File: src/rtl/ldr_params.svh
// Constants for the configuration default loader
`ifndef LDR_PARAMS_SVH
`define LDR_PARAMS_SVH

// ----------------------------------------
// Serial bus
// ----------------------------------------
`define LD_EE_DEV_ADDR 7'h50
`define LD_RW_WRITE 1'b0
`define LD_RW_READ 1'b1
`define LD_CLK_PERIOD_NS 10
`define LD_SCL_PERIOD_NS 10000
`define LD_QUARTER_CYC (`LD_SCL_PERIOD_NS / (4 * `LD_CLK_PERIOD_NS))
`define LD_ACK_BIT 4'h8
`define LD_LAST_DATA_BIT 4'h7
`define LD_WARM_CNT 2'h3

// ----------------------------------------
// EEPROM offsets
// ----------------------------------------
`define LD_OFS_FIRST 8'h21
`define LD_OFS_LAST 8'h3D
`define LD_OFS_CMD 8'h21
`define LD_OFS_SSVID0 8'h22
`define LD_OFS_SSVID1 8'h23
`define LD_OFS_SSID0 8'h24
`define LD_OFS_SSID1 8'h25
`define LD_OFS_LBASE0 8'h26
`define LD_OFS_LBASE1 8'h27
`define LD_OFS_LBASE2 8'h28
`define LD_OFS_LBASE3 8'h29
`define LD_OFS_SYS0 8'h2A
`define LD_OFS_SYS1 8'h2B
`define LD_OFS_SYS3 8'h2D
`define LD_OFS_MF0 8'h2E
`define LD_OFS_MF1 8'h2F
`define LD_OFS_MF2 8'h30
`define LD_OFS_MF3 8'h31
`define LD_OFS_RETRY 8'h32
`define LD_OFS_CARD 8'h33
`define LD_OFS_DEV 8'h34
`define LD_OFS_DIAG 8'h35
`define LD_OFS_PM 8'h36
`define LD_OFS_IDREV 8'h39
`define LD_OFS_GC0 8'h3A
`define LD_OFS_GC1 8'h3B
`define LD_OFS_GPE 8'h3C
`define LD_OFS_GPO 8'h3D

// ----------------------------------------
// Field masks
// ----------------------------------------
`define LD_MASK_RETRY 8'hC0
`define LD_MASK_CARD 8'h80
`define LD_MASK_DEV 8'h6F
`define LD_MASK_DIAG 8'h9F
`define LD_MASK_GC0 8'h0B
`define LD_MASK_GC1 8'h04
`define LD_MASK_GPE 8'hDF
`define LD_MASK_GPO 8'h1F

// ----------------------------------------
// Register port
// ----------------------------------------
`define LD_REG_CTRL 8'h00
`define LD_REG_STATUS 8'h04
`define LD_REG_IDS 8'h08
`define LD_REG_CMD 8'h0C
`define LD_CTRL_RELOAD 0

`endif

File: src/rtl/ldr_pkg.sv
// Types for the configuration default loader
`default_nettype none
package ldr_pkg;
  typedef enum logic [4:0] {
    ST_IDLE  = 5'b00001,
    ST_START = 5'b00010,
    ST_TX    = 5'b00100,
    ST_RX    = 5'b01000,
    ST_STOP  = 5'b10000
  } ldr_state_t;

  typedef struct packed {
    logic [8:0] cmd;
    logic [15:0] ssvid;
    logic [15:0] ssid;
    logic [31:0] legacy_base;
    logic [31:0] sys_ctrl;
    logic [31:0] mfunc_route;
    logic [7:0] retry_status;
    logic [7:0] card_ctrl;
    logic [7:0] dev_ctrl;
    logic [7:0] diag;
    logic pm_cap_b15;
    logic [7:0] legacy_id_rev;
    logic [15:0] gen_ctrl;
    logic [7:0] gpe_enable;
    logic [4:0] gpo;
  } cfg_t;

  typedef struct packed {
    logic [7:0] addr;
    logic [31:0] wdata;
    logic wr;
    logic rd;
  } bus_req_t;

  typedef struct packed {
    logic scl_oe;
    logic sda_oe;
  } pin_drv_t;
endpackage
`default_nettype wire

File: src/rtl/eeprom_register_default_loader.sv
// Reset-time loader of register defaults from a serial EEPROM
`include "ldr_params.svh"
`default_nettype none
module eeprom_register_default_loader #(
  parameter logic [11:0] QUARTER_CYC = 12'(`LD_QUARTER_CYC)
) (
  // Clock and reset
  input wire logic mclk,
  input wire logic nrst,
  // Register port
  input wire ldr_pkg::bus_req_t bus,
  output logic [31:0] rdata,
  // Serial bus pins and presence strap
  input wire logic scl_in,
  input wire logic sda_in,
  input wire logic sbus_present,
  output ldr_pkg::pin_drv_t pins,
  // Loaded configuration and status
  output ldr_pkg::cfg_t cfg,
  output logic load_busy,
  output logic load_done,
  output logic load_nack
);
  import ldr_pkg::*;

  typedef struct packed {
    ldr_state_t st;
    logic [1:0] q;
    logic [11:0] tmr;
    logic [3:0] bitn;
    logic [1:0] phase;
    logic [7:0] sh;
    logic [7:0] ofs;
    logic ack;
    logic pending;
    logic busy;
    logic done;
    logic nack;
    logic [2:0] sync_scl;
    logic [2:0] sync_sda;
    logic [2:0] sync_det;
    logic scl_f;
    logic sda_f;
    logic det_f;
    logic [1:0] warm;
    pin_drv_t drv;
    logic [31:0] rdata;
    cfg_t cfg;
  } core_t;

  localparam core_t CORE_RST = '{
    st: ST_IDLE, q: 2'h0, tmr: 12'h000, bitn: 4'h0, phase: 2'h0, sh: 8'h00, ofs: 8'h00,
    ack: 1'b0, pending: 1'b1, busy: 1'b0, done: 1'b0, nack: 1'b0, warm: 2'h0,
    sync_scl: 3'h7, sync_sda: 3'h7, sync_det: 3'h0, scl_f: 1'b1, sda_f: 1'b1, det_f: 1'b0,
    drv: '{scl_oe: 1'b0, sda_oe: 1'b0}, rdata: 32'h0000_0000, cfg: '0
  };

  core_t s_reg;
  core_t s_next;

  // Merge masked bits into an old byte
  function automatic logic [7:0] merge8(input logic [7:0] old, input logic [7:0] d, input logic [7:0] m);
    merge8 = (old & ~m) | (d & m);
  endfunction

  // Place one EEPROM byte into its configuration field
  function automatic cfg_t apply_byte(input cfg_t c, input logic [7:0] ofs, input logic [7:0] d);
    cfg_t r;
    r = c;
    case (ofs)
      `LD_OFS_CMD: r.cmd = {d[7], c.cmd[7], d[6], d[5], c.cmd[4:3], d[2:0]};
      `LD_OFS_SSVID0: r.ssvid[7:0] = d;
      `LD_OFS_SSVID1: r.ssvid[15:8] = d;
      `LD_OFS_SSID0: r.ssid[7:0] = d;
      `LD_OFS_SSID1: r.ssid[15:8] = d;
      `LD_OFS_LBASE0: r.legacy_base[7:0] = d;
      `LD_OFS_LBASE1: r.legacy_base[15:8] = d;
      `LD_OFS_LBASE2: r.legacy_base[23:16] = d;
      `LD_OFS_LBASE3: r.legacy_base[31:24] = d;
      `LD_OFS_SYS0: r.sys_ctrl[7:0] = d;
      `LD_OFS_SYS1: r.sys_ctrl[15:8] = d;
      `LD_OFS_SYS3: r.sys_ctrl[31:24] = d;
      `LD_OFS_MF0: r.mfunc_route[7:0] = d;
      `LD_OFS_MF1: r.mfunc_route[15:8] = d;
      `LD_OFS_MF2: r.mfunc_route[23:16] = d;
      `LD_OFS_MF3: r.mfunc_route[31:24] = d;
      `LD_OFS_RETRY: r.retry_status = merge8(c.retry_status, d, `LD_MASK_RETRY);
      `LD_OFS_CARD: r.card_ctrl = merge8(c.card_ctrl, d, `LD_MASK_CARD);
      `LD_OFS_DEV: r.dev_ctrl = merge8(c.dev_ctrl, d, `LD_MASK_DEV);
      `LD_OFS_DIAG: r.diag = merge8(c.diag, d, `LD_MASK_DIAG);
      `LD_OFS_PM: r.pm_cap_b15 = d[7];
      `LD_OFS_IDREV: r.legacy_id_rev = d;
      `LD_OFS_GC0: r.gen_ctrl[7:0] = merge8(c.gen_ctrl[7:0], d, `LD_MASK_GC0);
      // general control byte 1 bit 2
      `LD_OFS_GC1: r.gen_ctrl[15:8] = merge8(c.gen_ctrl[15:8], d, `LD_MASK_GC1);
      `LD_OFS_GPE: r.gpe_enable = merge8(c.gpe_enable, d, `LD_MASK_GPE);
      `LD_OFS_GPO: r.gpo = 5'(merge8({3'h0, c.gpo}, d, `LD_MASK_GPO));
      // Offsets without a field, reserved ones included
      default: r = c;
    endcase
    apply_byte = r;
  endfunction

  // Next-state logic
  always_comb begin
    logic tick;
    logic stall;
    logic [7:0] nsh;
    tick = 1'b0;
    stall = 1'b0;
    nsh = 8'h00;
    s_next = s_reg;

    // Three-stage input synchronisers, change taken when stages 2 and 3 agree
    // Stage 1 feeds only stage 2
    s_next.sync_scl = {s_reg.sync_scl[1:0], scl_in};
    s_next.sync_sda = {s_reg.sync_sda[1:0], sda_in};
    s_next.sync_det = {s_reg.sync_det[1:0], sbus_present};
    if (s_reg.sync_scl[2] == s_reg.sync_scl[1]) begin
      s_next.scl_f = s_reg.sync_scl[2];
    end
    if (s_reg.sync_sda[2] == s_reg.sync_sda[1]) begin
      s_next.sda_f = s_reg.sync_sda[2];
    end
    if (s_reg.sync_det[2] == s_reg.sync_det[1]) begin
      s_next.det_f = s_reg.sync_det[2];
    end

    // Count edges until the strap has filled the synchroniser
    if (s_reg.warm != `LD_WARM_CNT) begin
      s_next.warm = s_reg.warm + 2'h1;
    end

    // Quarter-bit timer, held while a slave stretches the clock
    stall = !s_reg.drv.scl_oe && !s_reg.scl_f;
    // A tick ends each quarter of a bit
    if (s_reg.st != ST_IDLE) begin
      if (s_reg.tmr >= QUARTER_CYC - 12'h001) begin
        tick = !stall;
        if (!stall) begin
          s_next.tmr = 12'h000;
          s_next.q = s_reg.q + 2'h1;
        end
      end else begin
        s_next.tmr = s_reg.tmr + 12'h001;
      end
    end

    // Sequencer
    case (s_reg.st)
      ST_IDLE: begin
        // Bus released; wait for a pending load
        s_next.drv = '{scl_oe: 1'b0, sda_oe: 1'b0};
        s_next.q = 2'h0;
        s_next.tmr = 12'h000;
        // load starts only with interface present
        // Strap judged only once the synchroniser has filled
        if (s_reg.pending && s_reg.warm == `LD_WARM_CNT && s_reg.sync_det[2] == s_reg.sync_det[1]) begin
          s_next.pending = 1'b0;
          if (s_reg.sync_det[2]) begin
            s_next.st = ST_START;
            s_next.busy = 1'b1;
            s_next.done = 1'b0;
            s_next.nack = 1'b0;
            s_next.phase = 2'h0;
            s_next.sh = {`LD_EE_DEV_ADDR, `LD_RW_WRITE};
          end else begin
            s_next.done = 1'b1;
          end
        end
      end
      ST_START: begin
        // Start or repeated start: release SDA, raise SCL, pull SDA, pull SCL
        if (tick) begin
          case (s_reg.q)
            2'h0: s_next.drv.sda_oe = 1'b0;
            2'h1: s_next.drv.scl_oe = 1'b0;
            2'h2: s_next.drv.sda_oe = 1'b1;
            // Clock low, first bit on SDA
            default: begin
              s_next.drv.scl_oe = 1'b1;
              s_next.drv.sda_oe = ~s_reg.sh[7];
              s_next.bitn = 4'h0;
              s_next.st = ST_TX;
            end
          endcase
        end
      end
      ST_TX: begin
        // Shift out one bit per four quarters, MSB first
        if (tick) begin
          case (s_reg.q)
            2'h0: s_next.drv.scl_oe = 1'b0;
            2'h1: s_next.ack = s_reg.sda_f;
            // Clock low again
            2'h2: s_next.drv.scl_oe = 1'b1;
            default: begin
              // Next data bit, or SDA released for the acknowledge
              if (s_reg.bitn != `LD_ACK_BIT) begin
                nsh = {s_reg.sh[6:0], 1'b0};
                s_next.sh = nsh;
                s_next.bitn = s_reg.bitn + 4'h1;
                s_next.drv.sda_oe = (s_reg.bitn == `LD_LAST_DATA_BIT) ? 1'b0 : ~nsh[7];
              end else if (s_reg.ack) begin
                // No acknowledge: abandon the load
                s_next.nack = 1'b1;
                s_next.drv.sda_oe = 1'b1;
                s_next.st = ST_STOP;
              end else begin
                s_next.bitn = 4'h0;
                case (s_reg.phase)
                  // Device address taken: send the first word offset
                  2'h0: begin
                    nsh = `LD_OFS_FIRST;
                    s_next.phase = 2'h1;
                    s_next.sh = nsh;
                    s_next.drv.sda_oe = ~nsh[7];
                  end
                  // Offset taken: repeated start for reading
                  2'h1: begin
                    s_next.phase = 2'h2;
                    s_next.sh = {`LD_EE_DEV_ADDR, `LD_RW_READ};
                    s_next.st = ST_START;
                  end
                  // Read address taken: collect bytes
                  default: begin
                    s_next.ofs = `LD_OFS_FIRST;
                    s_next.drv.sda_oe = 1'b0;
                    s_next.st = ST_RX;
                  end
                endcase
              end
            end
          endcase
        end
      end
      ST_RX: begin
        // Shift in one bit per four quarters, MSB first
        if (tick) begin
          case (s_reg.q)
            2'h0: s_next.drv.scl_oe = 1'b0;
            // Sample data, never the acknowledge slot
            2'h1: begin
              if (s_reg.bitn != `LD_ACK_BIT) begin
                s_next.sh = {s_reg.sh[6:0], s_reg.sda_f};
              end
            end
            // Clock low again
            2'h2: s_next.drv.scl_oe = 1'b1;
            default: begin
              if (s_reg.bitn != `LD_ACK_BIT) begin
                s_next.bitn = s_reg.bitn + 4'h1;
                // Acknowledge all but the final byte
                s_next.drv.sda_oe = (s_reg.bitn == `LD_LAST_DATA_BIT) && (s_reg.ofs != `LD_OFS_LAST);
              end else begin
                // Byte complete: place it and move on
                s_next.cfg = apply_byte(s_reg.cfg, s_reg.ofs, s_reg.sh);
                s_next.bitn = 4'h0;
                if (s_reg.ofs == `LD_OFS_LAST) begin
                  s_next.drv.sda_oe = 1'b1;
                  s_next.st = ST_STOP;
                end else begin
                  s_next.ofs = s_reg.ofs + 8'h01;
                  s_next.drv.sda_oe = 1'b0;
                end
              end
            end
          endcase
        end
      end
      ST_STOP: begin
        // Stop: raise SCL then release SDA
        if (tick) begin
          case (s_reg.q)
            // SCL up while SDA stays low
            2'h0: s_next.drv.scl_oe = 1'b0;
            // SDA up with SCL high: stop
            2'h2: s_next.drv.sda_oe = 1'b0;
            // Load finished: report and go idle
            2'h3: begin
              s_next.busy = 1'b0;
              s_next.done = 1'b1;
              s_next.st = ST_IDLE;
            end
            default: s_next.drv = s_reg.drv;
          endcase
        end
      end
      default: s_next.st = ST_IDLE;
    endcase

    // Register port: a reload request wins over the clear in idle
    if (bus.wr && bus.addr == `LD_REG_CTRL && bus.wdata[`LD_CTRL_RELOAD]) begin
      s_next.pending = 1'b1;
    end
    // Read data for one cycle, zero otherwise
    s_next.rdata = 32'h0000_0000;
    if (bus.rd) begin
      case (bus.addr)
        `LD_REG_CTRL: s_next.rdata = {31'h0000_0000, s_reg.pending};
        `LD_REG_STATUS: s_next.rdata = {28'h000_0000, s_reg.det_f, s_reg.nack, s_reg.done, s_reg.busy};
        `LD_REG_IDS: s_next.rdata = {s_reg.cfg.ssid, s_reg.cfg.ssvid};
        `LD_REG_CMD: s_next.rdata = {23'h00_0000, s_reg.cfg.cmd};
        default: s_next.rdata = 32'h0000_0000;
      endcase
    end
  end

  // State register
  always_ff @(posedge mclk or negedge nrst) begin
    if (!nrst) begin
      s_reg <= CORE_RST;
    end else begin
      s_reg <= s_next;
    end
  end

  // Outputs
  assign rdata = s_reg.rdata;
  assign pins = s_reg.drv;
  assign cfg = s_reg.cfg;
  assign load_busy = s_reg.busy;
  assign load_done = s_reg.done;
  assign load_nack = s_reg.nack;
endmodule
`default_nettype wire

File: config.mk
export PLATFORM = sky130hd
export DESIGN_NAME = eeprom_register_default_loader
export DESIGN_NICKNAME = d
export VERILOG_FILES = /design/src/rtl/ldr_pkg.sv /design/src/rtl/eeprom_register_default_loader.sv
export VERILOG_INCLUDE_DIRS = /design/src /design/src/rtl
export SDC_FILE = /design/constraint.sdc
export NUM_CORES = 1
export LEC_CHECK = 0
export ABC_AREA = 0
export BUFFER_PORTS_ARGS = -buffer_cell sky130_fd_sc_hd__buf_2
export CORE_ASPECT_RATIO = 0.8
export CORE_MARGIN = 2
export CORE_UTILIZATION = 40
export DETAILED_ROUTE_END_ITERATION = 7
export GPL_TIMING_DRIVEN = 0
export HOLD_SLACK_MARGIN = 0.15
export PLACE_DENSITY = 0.61
export SLEW_MARGIN = 20
export SYNTH_ARGS = -nofsm -noshare
export SYNTH_HDL_FRONTEND = slang
export SYNTH_SLANG_ARGS = --single-unit
File: constraint.sdc
create_clock -name mclk -period 5.8 [get_ports mclk]
set_clock_uncertainty 0.1 [all_clocks]
set_input_delay 1.16 -clock mclk [delete_from_list [all_inputs] [get_ports mclk]]
set_output_delay 1.16 -clock mclk [all_outputs]
set_load 0.1 [all_outputs]
==> summary by stage, run 1 <==
Status
The flow ran to the end, and the final reports show no timing, DRC or antenna violations.

Clocking
The post-CTS setup buffer count is 0. The TritonCTS buffer count is 28. TritonCTS built the clock tree. In this run the deepest clock path goes through 3 buffers. In this run the number of H-tree levels came out at 1. Counting every sink on the clock net gives 260.

Clock-pin slew was measured on the worst setup and hold paths at 0.06 ns. For the worst-skew pair, the clock arrives at the later sink with an insertion delay of 0.55 ns. Post-CTS repair changed the size of 0 cells.

The root buffer cell chosen for the clock tree is clkbuf_16. The count of hold-fix buffers inserted at cts is 0.

Placed design
After legalization and detailed placement, the total HPWL measured 22,480 um. The congestion estimate from routability-driven global placement came to 0.8697. The number of port buffers is 217.

Prior to clock tree synthesis, the placed netlist has a worst setup slack of 2.419 ns. The cell area after placement is 0.01482 mm^2.

Yosys
The synthesized design contains 0 enable-type register cells. Of the post-synthesis cell area, the part taken by muxes is 0.1636. The number of warnings printed during yosys synthesis is 0.

The synthesized netlist contains 67 unique library cells. The largest family of logic cells by synthesized area is multiplexers. The cell count after synthesis is 1,093. The adder-cell share of the synthesized area is 0.01583. The share of the Yosys chip area taken by registers is 0.5029. The xor and xnor fraction of the mapped netlist area is 0.004054. The mean post-synth cell area is 11.86 um^2.

In the synthesized netlist the dominant register cell turns out to be dfrtp_1. The area fraction in compound gates after synthesis is 0.05319. The synthesized area is 0.01296 mm^2. The post-synthesis sequential element count is 260. For this run, asynchronously set or reset flops after synthesis account for 1.000. The simple-gate share of the synthesized area is 0.09749.

Global routing
The combined global-route utilization of all metal layers is 0.1831. The first-pass GRT wire length is 48,360 um. Entering global routing, the biggest net connects 92 pins. The number of global-route vias before repair is 8,404.

The number of antenna violations at the first check in global routing was 0. The global-route congestion overflow total is 0.

Layout
The number of nets in the layout is 1,444. 0 antenna diodes ended up in the layout. The post-layout instance area is 0.01573 mm^2.

The register with the most flip-flops in the layout has 166 of them. The post-layout utilization of the core is 0.4970. Relative to the synthesized area, the layout overhead comes to 21.32%.

The ratio of cells with drive above 1 in the final layout is 0.5143.

Critical path
Data on the critical path is required at its endpoint by 6.13 ns. STA classifies the critical path startpoint as a flip-flop. The largest individual stage delay along the critical path comes from the cell nor4_1.

The critical path runs through a total of 9 cells. The depth of the worst register-to-register path is 9. The critical path contains buffers and inverters numbering 3 combined. The type of element capturing the critical path is a flip-flop. The data arrival time of the critical path is 3.83 ns. Among cell families on the critical path, the largest total delay comes from simple AND/OR/NAND/NOR gates. The critical-path maximum fanout is 9. In this design, the stage delay of the slowest critical-path cell is 0.93 ns. The critical path is of the reg -> reg type. Walking the worst path, the cells encountered are inv_1, ha_1, and3b_1, clkbuf_1, nand3_1, nor4_1, and3_1, buf_2, mux2_2.

Timing
In the post-route analysis, the smallest setup slack over all paths is 2.301 ns. The setup TNS is 0 ns. Of the available clock period, the critical path in the final layout requires 0.6033. The total count of hold-check failures in the final report is 0.

Measured against its own limit, the worst slew margin works out to 0.2736. The maximum operating frequency is 285.8 MHz. The number of pins exceeding their max-slew limit in the final report came to 0.

The time the final worst path needs with I/O delays and setup is 3.499 ns. At the pin with the least slew margin, the transition time is 1.080 ns. Setup violations remaining at the end of the flow were counted as 0.

Setup repair after global routing left no endpoint under its margin.

Min path
The worst hold path belongs to the class reg -> reg. The count of cells along the worst hold path is 0.

Power
IR analysis of the VDD net gives a maximum drop of 169.8 uV. The analysis attributes to net switching a power of 1.236 mW. The fraction of power spent switching nets is 0.2865. The share of total power dissipated in combinational logic is 0.154.

The power density of the placed cells is 274.4 mW/mm^2. The part of the total power dissipated in the clock network is 0.406. The share of total power dissipated in sequential elements is 0.441. Overall power consumption after layout is estimated at 4.315 mW. The analysis attributes to cell leakage a power of 8.701 nW. The internal portion of the total power is 3.079 mW.

Route
Dividing the detail-routed wire length by the instance count gives 17.12 um. The per-cell via count in the routed design is 4.661. The detailed-router iteration count before antenna repair is 4. The via count is 8,493. The count of routing violations after the opening detailed-route iteration is 338. The count of nets left with antenna violations after detail routing is 0. For this block, the routed nets add up to 31,190 um of wire. The number of DRC violations after detailed routing is 0.

Job
The reported max-cap violation count is 0.

Floorplanning
Row generation in the floorplan step produced 58 rows. The floorplan step defined a die boundary enclosing 0.03387 mm^2. From left edge to right edge, the die measures 205.3 um. The initial core utilization is 0.4097.

Pin placement for this block handled 291 I/O pins. The vertical die dimension is 165.0 um. The core region is 0.03164 mm^2.
## power by group through the flow
| stage | combinational [mW] | clock, mW | sequential, mW |
|---|---|---|---|
| 2_1_floorplan | 0.479 | 0 | 1.94 |
| 3_3_place_gp | 0.650 | 0 | 1.93 |
| 3_5_place_dp | 0.658 | 0 | 1.93 |
| 4_1_cts | 0.660 | 1.79 | 1.90 |
| 5_1_grt | 0.713 | 1.88 | 1.91 |
| 6_report | 0.663 | 1.75 | 1.90 |
## worst register-to-register path: stages, from the launching register on
cell and delay (ns):
dfrtp_1 0.41, inv_1 0.09, ha_1 0.18, and3b_1 0.16, clkbuf_1 0.39, nand3_1 0.21
nor4_1 0.93, and3_1 0.32, buf_2 0.25, mux2_2 0.36
## cells in the mapped netlist (3+ instances only)
library cell | number | area, um^2
a211oi_1 | 3 | 22.52
a21o_1 | 3 | 22.52
a21oi_1 | 10 | 50.05
a22oi_1 | 4 | 30.03
a31oi_1 | 4 | 25.02
and2_1 | 30 | 187.7
and3_1 | 8 | 50.05
buf_2 | 8 | 40.04
buf_4 | 243 | 1824
buf_6 | 3 | 33.78
clkbuf_1 | 31 | 116.4
dfrtp_1 | 250 | 6256
dfstp_2 | 10 | 262.8
ha_1 | 14 | 175.2
inv_1 | 24 | 90.09
maj3_1 | 3 | 30.03
mux2_2 | 153 | 1723
mux2_4 | 17 | 255.2
mux2i_1 | 12 | 120.1
nand2_1 | 45 | 168.9
nand2b_1 | 7 | 43.79
nand3_1 | 18 | 90.09
nand3b_1 | 3 | 22.52
nand4_1 | 7 | 43.79
nor2_1 | 35 | 131.4
nor2_4 | 8 | 90.09
nor2_8 | 4 | 80.08
nor2b_1 | 9 | 56.30
nor3_1 | 8 | 40.04
nor4_1 | 9 | 56.30
nor4b_1 | 3 | 26.28
o211ai_1 | 3 | 22.52
o21ai_0 | 35 | 175.2
o221ai_1 | 3 | 26.28
o31ai_1 | 13 | 97.59
o41ai_1 | 4 | 35.03
or2_2 | 5 | 31.28
or3_1 | 3 | 18.77
or4_1 | 3 | 22.52
xnor2_1 | 3 | 26.28
xor2_1 | 3 | 26.28
## final cells by class
cell class | count | area [um^2]
clock buffers | 44 | 842.1
well taps | 420 | 525.5
plain buffers | 286 | 2018
fillers | 2892 | 15910
inverters | 24 | 90.09
repair buffers | 220 | 1179
clock inverters | 5 | 55.05
flip-flops and latches | 260 | 6519
multi-input cells | 563 | 4498
## routing by layer
layer | routed length, um | vias to the layer above | global-route usage
li1 | - | 4038 | -
met1 | 14800 | 4178 | 0.2652
met2 | 13790 | 229 | 0.2807
met3 | 1913 | 48 | 0.04006
met4 | 684 | 0 | 0.04088
met5 | 0 | - | 0
## cell usage in the layout, fill, tap and decap left out, types with 4 or more instances in the layout
| master | netlist | layout |
|---|---|---|
| dfrtp_1 | 250 | 250 |
| buf_4 | 243 | 243 |
| buf_2 | 8 | 224 |
| mux2_2 | 153 | 153 |
| nand2_1 | 45 | 45 |
| conb_1 | 1 | 41 |
| clkbuf_1 | 31 | 40 |
| nor2_1 | 35 | 35 |
| o21ai_0 | 35 | 35 |
| and2_1 | 30 | 30 |
| clkbuf_16 | 0 | 29 |
| inv_1 | 24 | 24 |
| nand3_1 | 18 | 18 |
| mux2_4 | 17 | 17 |
| ha_1 | 14 | 14 |
| mux2i_1 | 12 | 12 |
| o31ai_1 | 13 | 12 |
| a21oi_1 | 10 | 10 |
| dfstp_2 | 10 | 10 |
| nor2b_1 | 9 | 9 |
| nor4_1 | 9 | 9 |
| nor3_1 | 8 | 8 |
| nor2_4 | 8 | 8 |
| and3_1 | 8 | 8 |
| nand4_1 | 7 | 7 |
| nand2b_1 | 7 | 7 |
| clkbuf_8 | 0 | 6 |
| or2_2 | 5 | 5 |
| a22oi_1 | 4 | 4 |
| nor2_8 | 4 | 4 |
| a31oi_1 | 4 | 4 |
## logic make-up (layout without fill, tap and decap cells)
kind of cell / Yosys count / count (layout)
AO/OA/AOI/OAI: 101 / 101
XOR/XNOR: 6 / 6
adder cells (fa/ha/maj): 17 / 17
buffers and inverters: 310 / 579
flip-flops: 260 / 260
multiplexers: 183 / 183
other: 1 / 41
AND/OR/NAND/NOR: 215 / 215
## through the flow
stage,hold slack [ns],cells
4_1_cts,0.2513,1822
3_5_place_dp,0.2381,1773
5_1_grt,0.2631,1822
2_1_floorplan,0.2312,1133
6_report,0.2488,1822
3_3_place_gp,0.2371,1770
## worst paths after layout
path                                  start           to  slack, ns
min in group asynchronous              nrst   s_reg[294]       0.41
max in group asynchronous              nrst     cfg[130]       4.18
worst min-delay path            s_next[247]  s_next[248]       0.25
worst max-delay path             s_reg[278]     cfg[155]       2.30
worst max register to register   s_reg[278]     cfg[155]       2.30
worst min register to register  s_next[247]  s_next[248]       0.25
Power figures use the tool's default switching activity.
==> run 2, diff against run 1 <==
--- a/config.mk
+++ b/config.mk
@@ -6,7 +6,7 @@
 export SDC_FILE = /design/constraint.sdc
 export NUM_CORES = 1
 export LEC_CHECK = 0
-export ABC_AREA = 0
+export ABC_AREA = 1
 export BUFFER_PORTS_ARGS = -buffer_cell sky130_fd_sc_hd__buf_2
 export CORE_ASPECT_RATIO = 0.8
 export CORE_MARGIN = 2
==> constraint.sdc (replaced) <==
create_clock -name mclk -period 3.51 [get_ports mclk]
set_clock_uncertainty 0.1 [all_clocks]
set_input_delay 0.702 -clock mclk [delete_from_list [all_inputs] [get_ports mclk]]
set_output_delay 0.702 -clock mclk [all_outputs]
set_load 0.1 [all_outputs]
==> run 2 against run 1 <==
  * Synthesized area decreased by 0.84%
  * Register-to-register slack got worse by 1.4 ns
  * Largest cell class unchanged
  * First-iteration DRC count increased by 110%
  * Via count up 17%
  * Critical path depth increased by 3
  * Wire length up 5.9%
  * Critical endpoint is now cfg[133]
  * Clock power up 77%
  * Clock-buffer cell count decreased by 7
  * Global-route usage rose by 1.3 points
  * Die area is 0.82% lower
  * Design area down 0.14%
  * Combinational power increased by 150%
  * Largest power group unchanged
==> summary by stage, run 2 <==
Status
The run finished with clean final reports.

Yosys
The number of distinct library cell variants in the gate-level netlist after synthesis is 43 (-36%). The cell type with the largest total area after synthesis is dfrtp_1. For this run, the leading register cell type out of synthesis is dfrtp_1. The mean post-synth cell area is 8.828 um^2 (-26%). The proportion of register bits with asynchronous set or reset after synthesis was 1.000 (unchanged). The number of warnings printed during yosys synthesis came to 0 (unchanged). The post-synthesis sequential element count is 260 (unchanged). The cell count after synthesis came to 1,456 (+33%).

The area share of the largest cell type after synthesis is 0.4867 (+0.004087). After synthesis, the most frequently instantiated cells are 342 x nand2_1, 250 x dfrtp_1, 243 x buf_4. By area the synthesized netlist is led by dfrtp_1 49%, buf_4 14%, nand2_1 10%.

The count of flip-flops with a built-in enable after synthesis is 0 (unchanged). The sequential-to-total area share from yosys stat came to 0.5072 (+0.004259). In the post-synthesis netlist, the cell with the most instances is nand2_1.

The synthesized area is 0.01285 mm^2 (-0.84%).

Clocking
The maximum clock path buffer count came to 3 (unchanged). The number of sinks on the clock net is 260 (unchanged). The clock latency of the later-clocked register in the worst-skew pair came to 0.55 ns (about the same). CTS placed an instance of clkbuf_16 at the clock tree root. The total number of H-tree levels was 1 (unchanged). The post-CTS setup buffer count is 0 (unchanged). The clock-pin slew on the worst setup and hold paths came to 0.06 ns (about the same). TritonCTS built the clock tree.

The TritonCTS buffer count is 28 (unchanged).

Timing
The worst-case headroom to the max-slew limit is 0.4224 (+0.1488). The time the final worst path needs with I/O delays and setup is 2.619 ns (-0.8799 ns). The pin slew with the least headroom to its limit is 0.8663 ns (-0.2133 ns). The setup TNS is 0 ns (unchanged). The share of the clock period used by the worst path is 0.7463 (+0.1429).

The total count of hold-check failures in the final report is 0 (unchanged). The number of pins exceeding their max-slew limit in the final report is 0 (unchanged). Setup repair after global routing left no endpoint under its margin. The number of endpoints failing setup at the final stage is 0 (unchanged).

The maximum operating frequency is 381.8 MHz (+34%).

Floorplanning
The area of the die is 0.03359 mm^2 (-0.82%). The initial core utilization was 0.4072 (-0.002506). The count of standard-cell rows is 58 (unchanged).

The I/O pin count is 291 (unchanged). The standard cell core area is 0.03157 mm^2 (-0.23%). The width of the die was 204.4 um (-0.41%). The vertical die dimension was 164.3 um (-0.41%).

Layout
The ratio of cells with drive above 1 in the final layout came to 0.3303 (-0.1839). The combined area of the multi-input logic cells is 0.004001 mm^2 (-11%). The sequential cell area was 0.006519 mm^2 (unchanged).

The most common cell after layout, fill and taps aside is nand2_1. Compared with the post-synthesis result, the final layout area differs by 22.17%. The post-layout instance area is 0.01570 mm^2 (-0.14%). The number of fill cells in the layout is 3,026 (+4.6%). Leaving out fill and tap cells, the most frequent cells in the layout are 342 x nand2_1, 250 x dfrtp_1, 243 x buf_4, 232 x buf_2, 137 x o21ai_0. The flip-flop count of the largest register after layout is 166 (unchanged). The number of nets in the layout is 1,811 (+25%). The antenna diode instance count is 0 (unchanged).

Global routing
The first-pass GRT wire length is 51,960 um (+7.5%). The combined global-route utilization of all metal layers is 0.1962 (+0.01307). The global-route congestion overflow total was 0 (unchanged). The maximum number of pins on one net before global-route repair is 95 (+3.3%).

The number of antenna violations at the first check in global routing is 0 (unchanged). The number of global-route vias before repair is 9,422 (+12%).

Critical path
The data arrival time of the critical path is 2.91 ns (-0.92 ns). The worst setup path is of the reg -> reg kind. The type of element capturing the critical path is a flip-flop.

The data required time at the worst endpoint was 3.80 ns (-2.33 ns). The startpoint type of the worst setup path is a flip-flop. The critical-path maximum fanout is 10 (+1).

Route
The per-cell via count in the routed design is 4.528 (-2.9%). The count of nets left with antenna violations after detail routing came to 0 (unchanged). The wire length after detailed routing is 33,020 um (+5.9%).

The count of routing violations after the opening detailed-route iteration was 709 (+110%). The number of DRC violations after detailed routing is 0 (unchanged). The detailed-router iteration count before antenna repair was 5 (+1). The via count is 9,921 (+17%). The average routed wire per standard cell came to 15.07 um (-12%).

Job
The reported max-cap violation count is 0 (unchanged).

Placed design
The cell area after placement was 0.01469 mm^2 (-0.94%). The weighted congestion reported at the end of routability-driven placement is 0.8953 (+2.9%). The number of port buffers is 218 (+0.46%). The detailed placement HPWL was 23,980 um (+6.7%).

Power
The highest ir drop seen on vdd was 359.5 uV (+110%). The power density of the placed cells is 504.4 mW/mm^2 (+84%). The static power due to leakage is 8.404 nW (-3.4%).

Min path
The worst hold path belongs to the class reg -> reg.
-- run 2: changes by cell type in the layout (fill, tap and decap cells not counted), sizes merged, moves of 12 or more --
cell	delta
o21ai	+165
mux2i	-12
inv	+78
nand2	+312
buf	+13
nand3	+36
nor2	+52
mux2	-169
and2	-29
clkbuf	-19
-- run 2: timing repair --
action                                  4_1_cts  5_1_grt
endpoints found under the setup margin        0        0
gates resized for setup                       0        0
endpoints found under the hold margin        71        0
hold buffers                                  4        0
-- run 2: per-layer routing --
| metal | track usage | vias up | part of all wire |
|---|---|---|---|
| li1 | - | 4948 | - |
| met1 | 0.2915 | 4652 | 0.49 |
| met2 | 0.2935 | 285 | 0.42 |
| met3 | 0.04266 | 36 | 0.069 |
| met4 | 0.04051 | 0 | 0.019 |
| met5 | 0 | - | 0 |
-- run 2: power by group --
part | internal [mW] | switching [mW]
Clock | 1.85 | 1.24
Sequential | 3.10 | 0.0875
Combinational | 0.363 | 1.28
Total | 5.32 | 2.61
-- run 2: worst paths after layout --
check / from / endpoint / slack (ns) / cells past startpoint
worst max-delay path: s_reg[278] / cfg[133] / 0.89 / 12
worst min-delay path: s_next[247] / s_next[248] / 0.25 / 0
worst max register to register: s_reg[278] / cfg[133] / 0.89 / 12
worst min register to register: s_next[247] / s_next[248] / 0.25 / 0
max in group asynchronous: nrst / cfg[136] / 1.42 / 4
min in group asynchronous: nrst / cfg[84] / 0.61 / 2
-- run 2: metrics by stage --
step           worst slack (ns)  hold WS, ns  cells    util  power [mW]
6_report                 0.8906       0.2497   2191  0.4975       7.922
5_1_grt                  0.6831       0.2532   2191  0.4975       8.307
3_5_place_dp             0.9176       0.2378   2136  0.4652       4.880
2_1_floorplan             1.481       0.2312   1496       -       4.418
4_1_cts                  0.9168       0.2509   2191  0.4975       7.993
3_3_place_gp             -3.184       0.2371   2134  0.4631       4.849
-- run 2: area by class of cell --
cell class              instances  share of cell area
inverters                     105             0.02542
well taps                     420             0.03346
repair buffers                224             0.07617
plain buffers                 287              0.1327
clock inverters                14             0.01044
multi-input cells             844              0.2548
flip-flops and latches        260              0.4151
clock buffers                  37             0.05187
-- run 2: worst max-delay path, stage by stage (launching register included) --
cell     delay [ns]
dfrtp_1        0.41
inv_1          0.10
ha_1           0.16
nand2_1        0.05
nor2_1         0.13
inv_1          0.16
nor2_1         0.22
nand4_4        0.21
inv_4          0.13
nand3_1        0.33
buf_2          0.32
nand2_1        0.06
o21ai_0        0.07
-- run 2: cells by family after synthesis --
family                   count (synthesis)  share of synthesized area
adder cells (fa/ha/maj)                 16                    0.01519
AND/OR/NAND/NOR                        548                     0.1847
multiplexers                             1                  0.0008760
buffers and inverters                  392                     0.1932
other                                    1                  0.0002917
AO/OA/AOI/OAI                          229                    0.09247
flip-flops                             260                     0.5072
XOR/XNOR                                 9                   0.006133
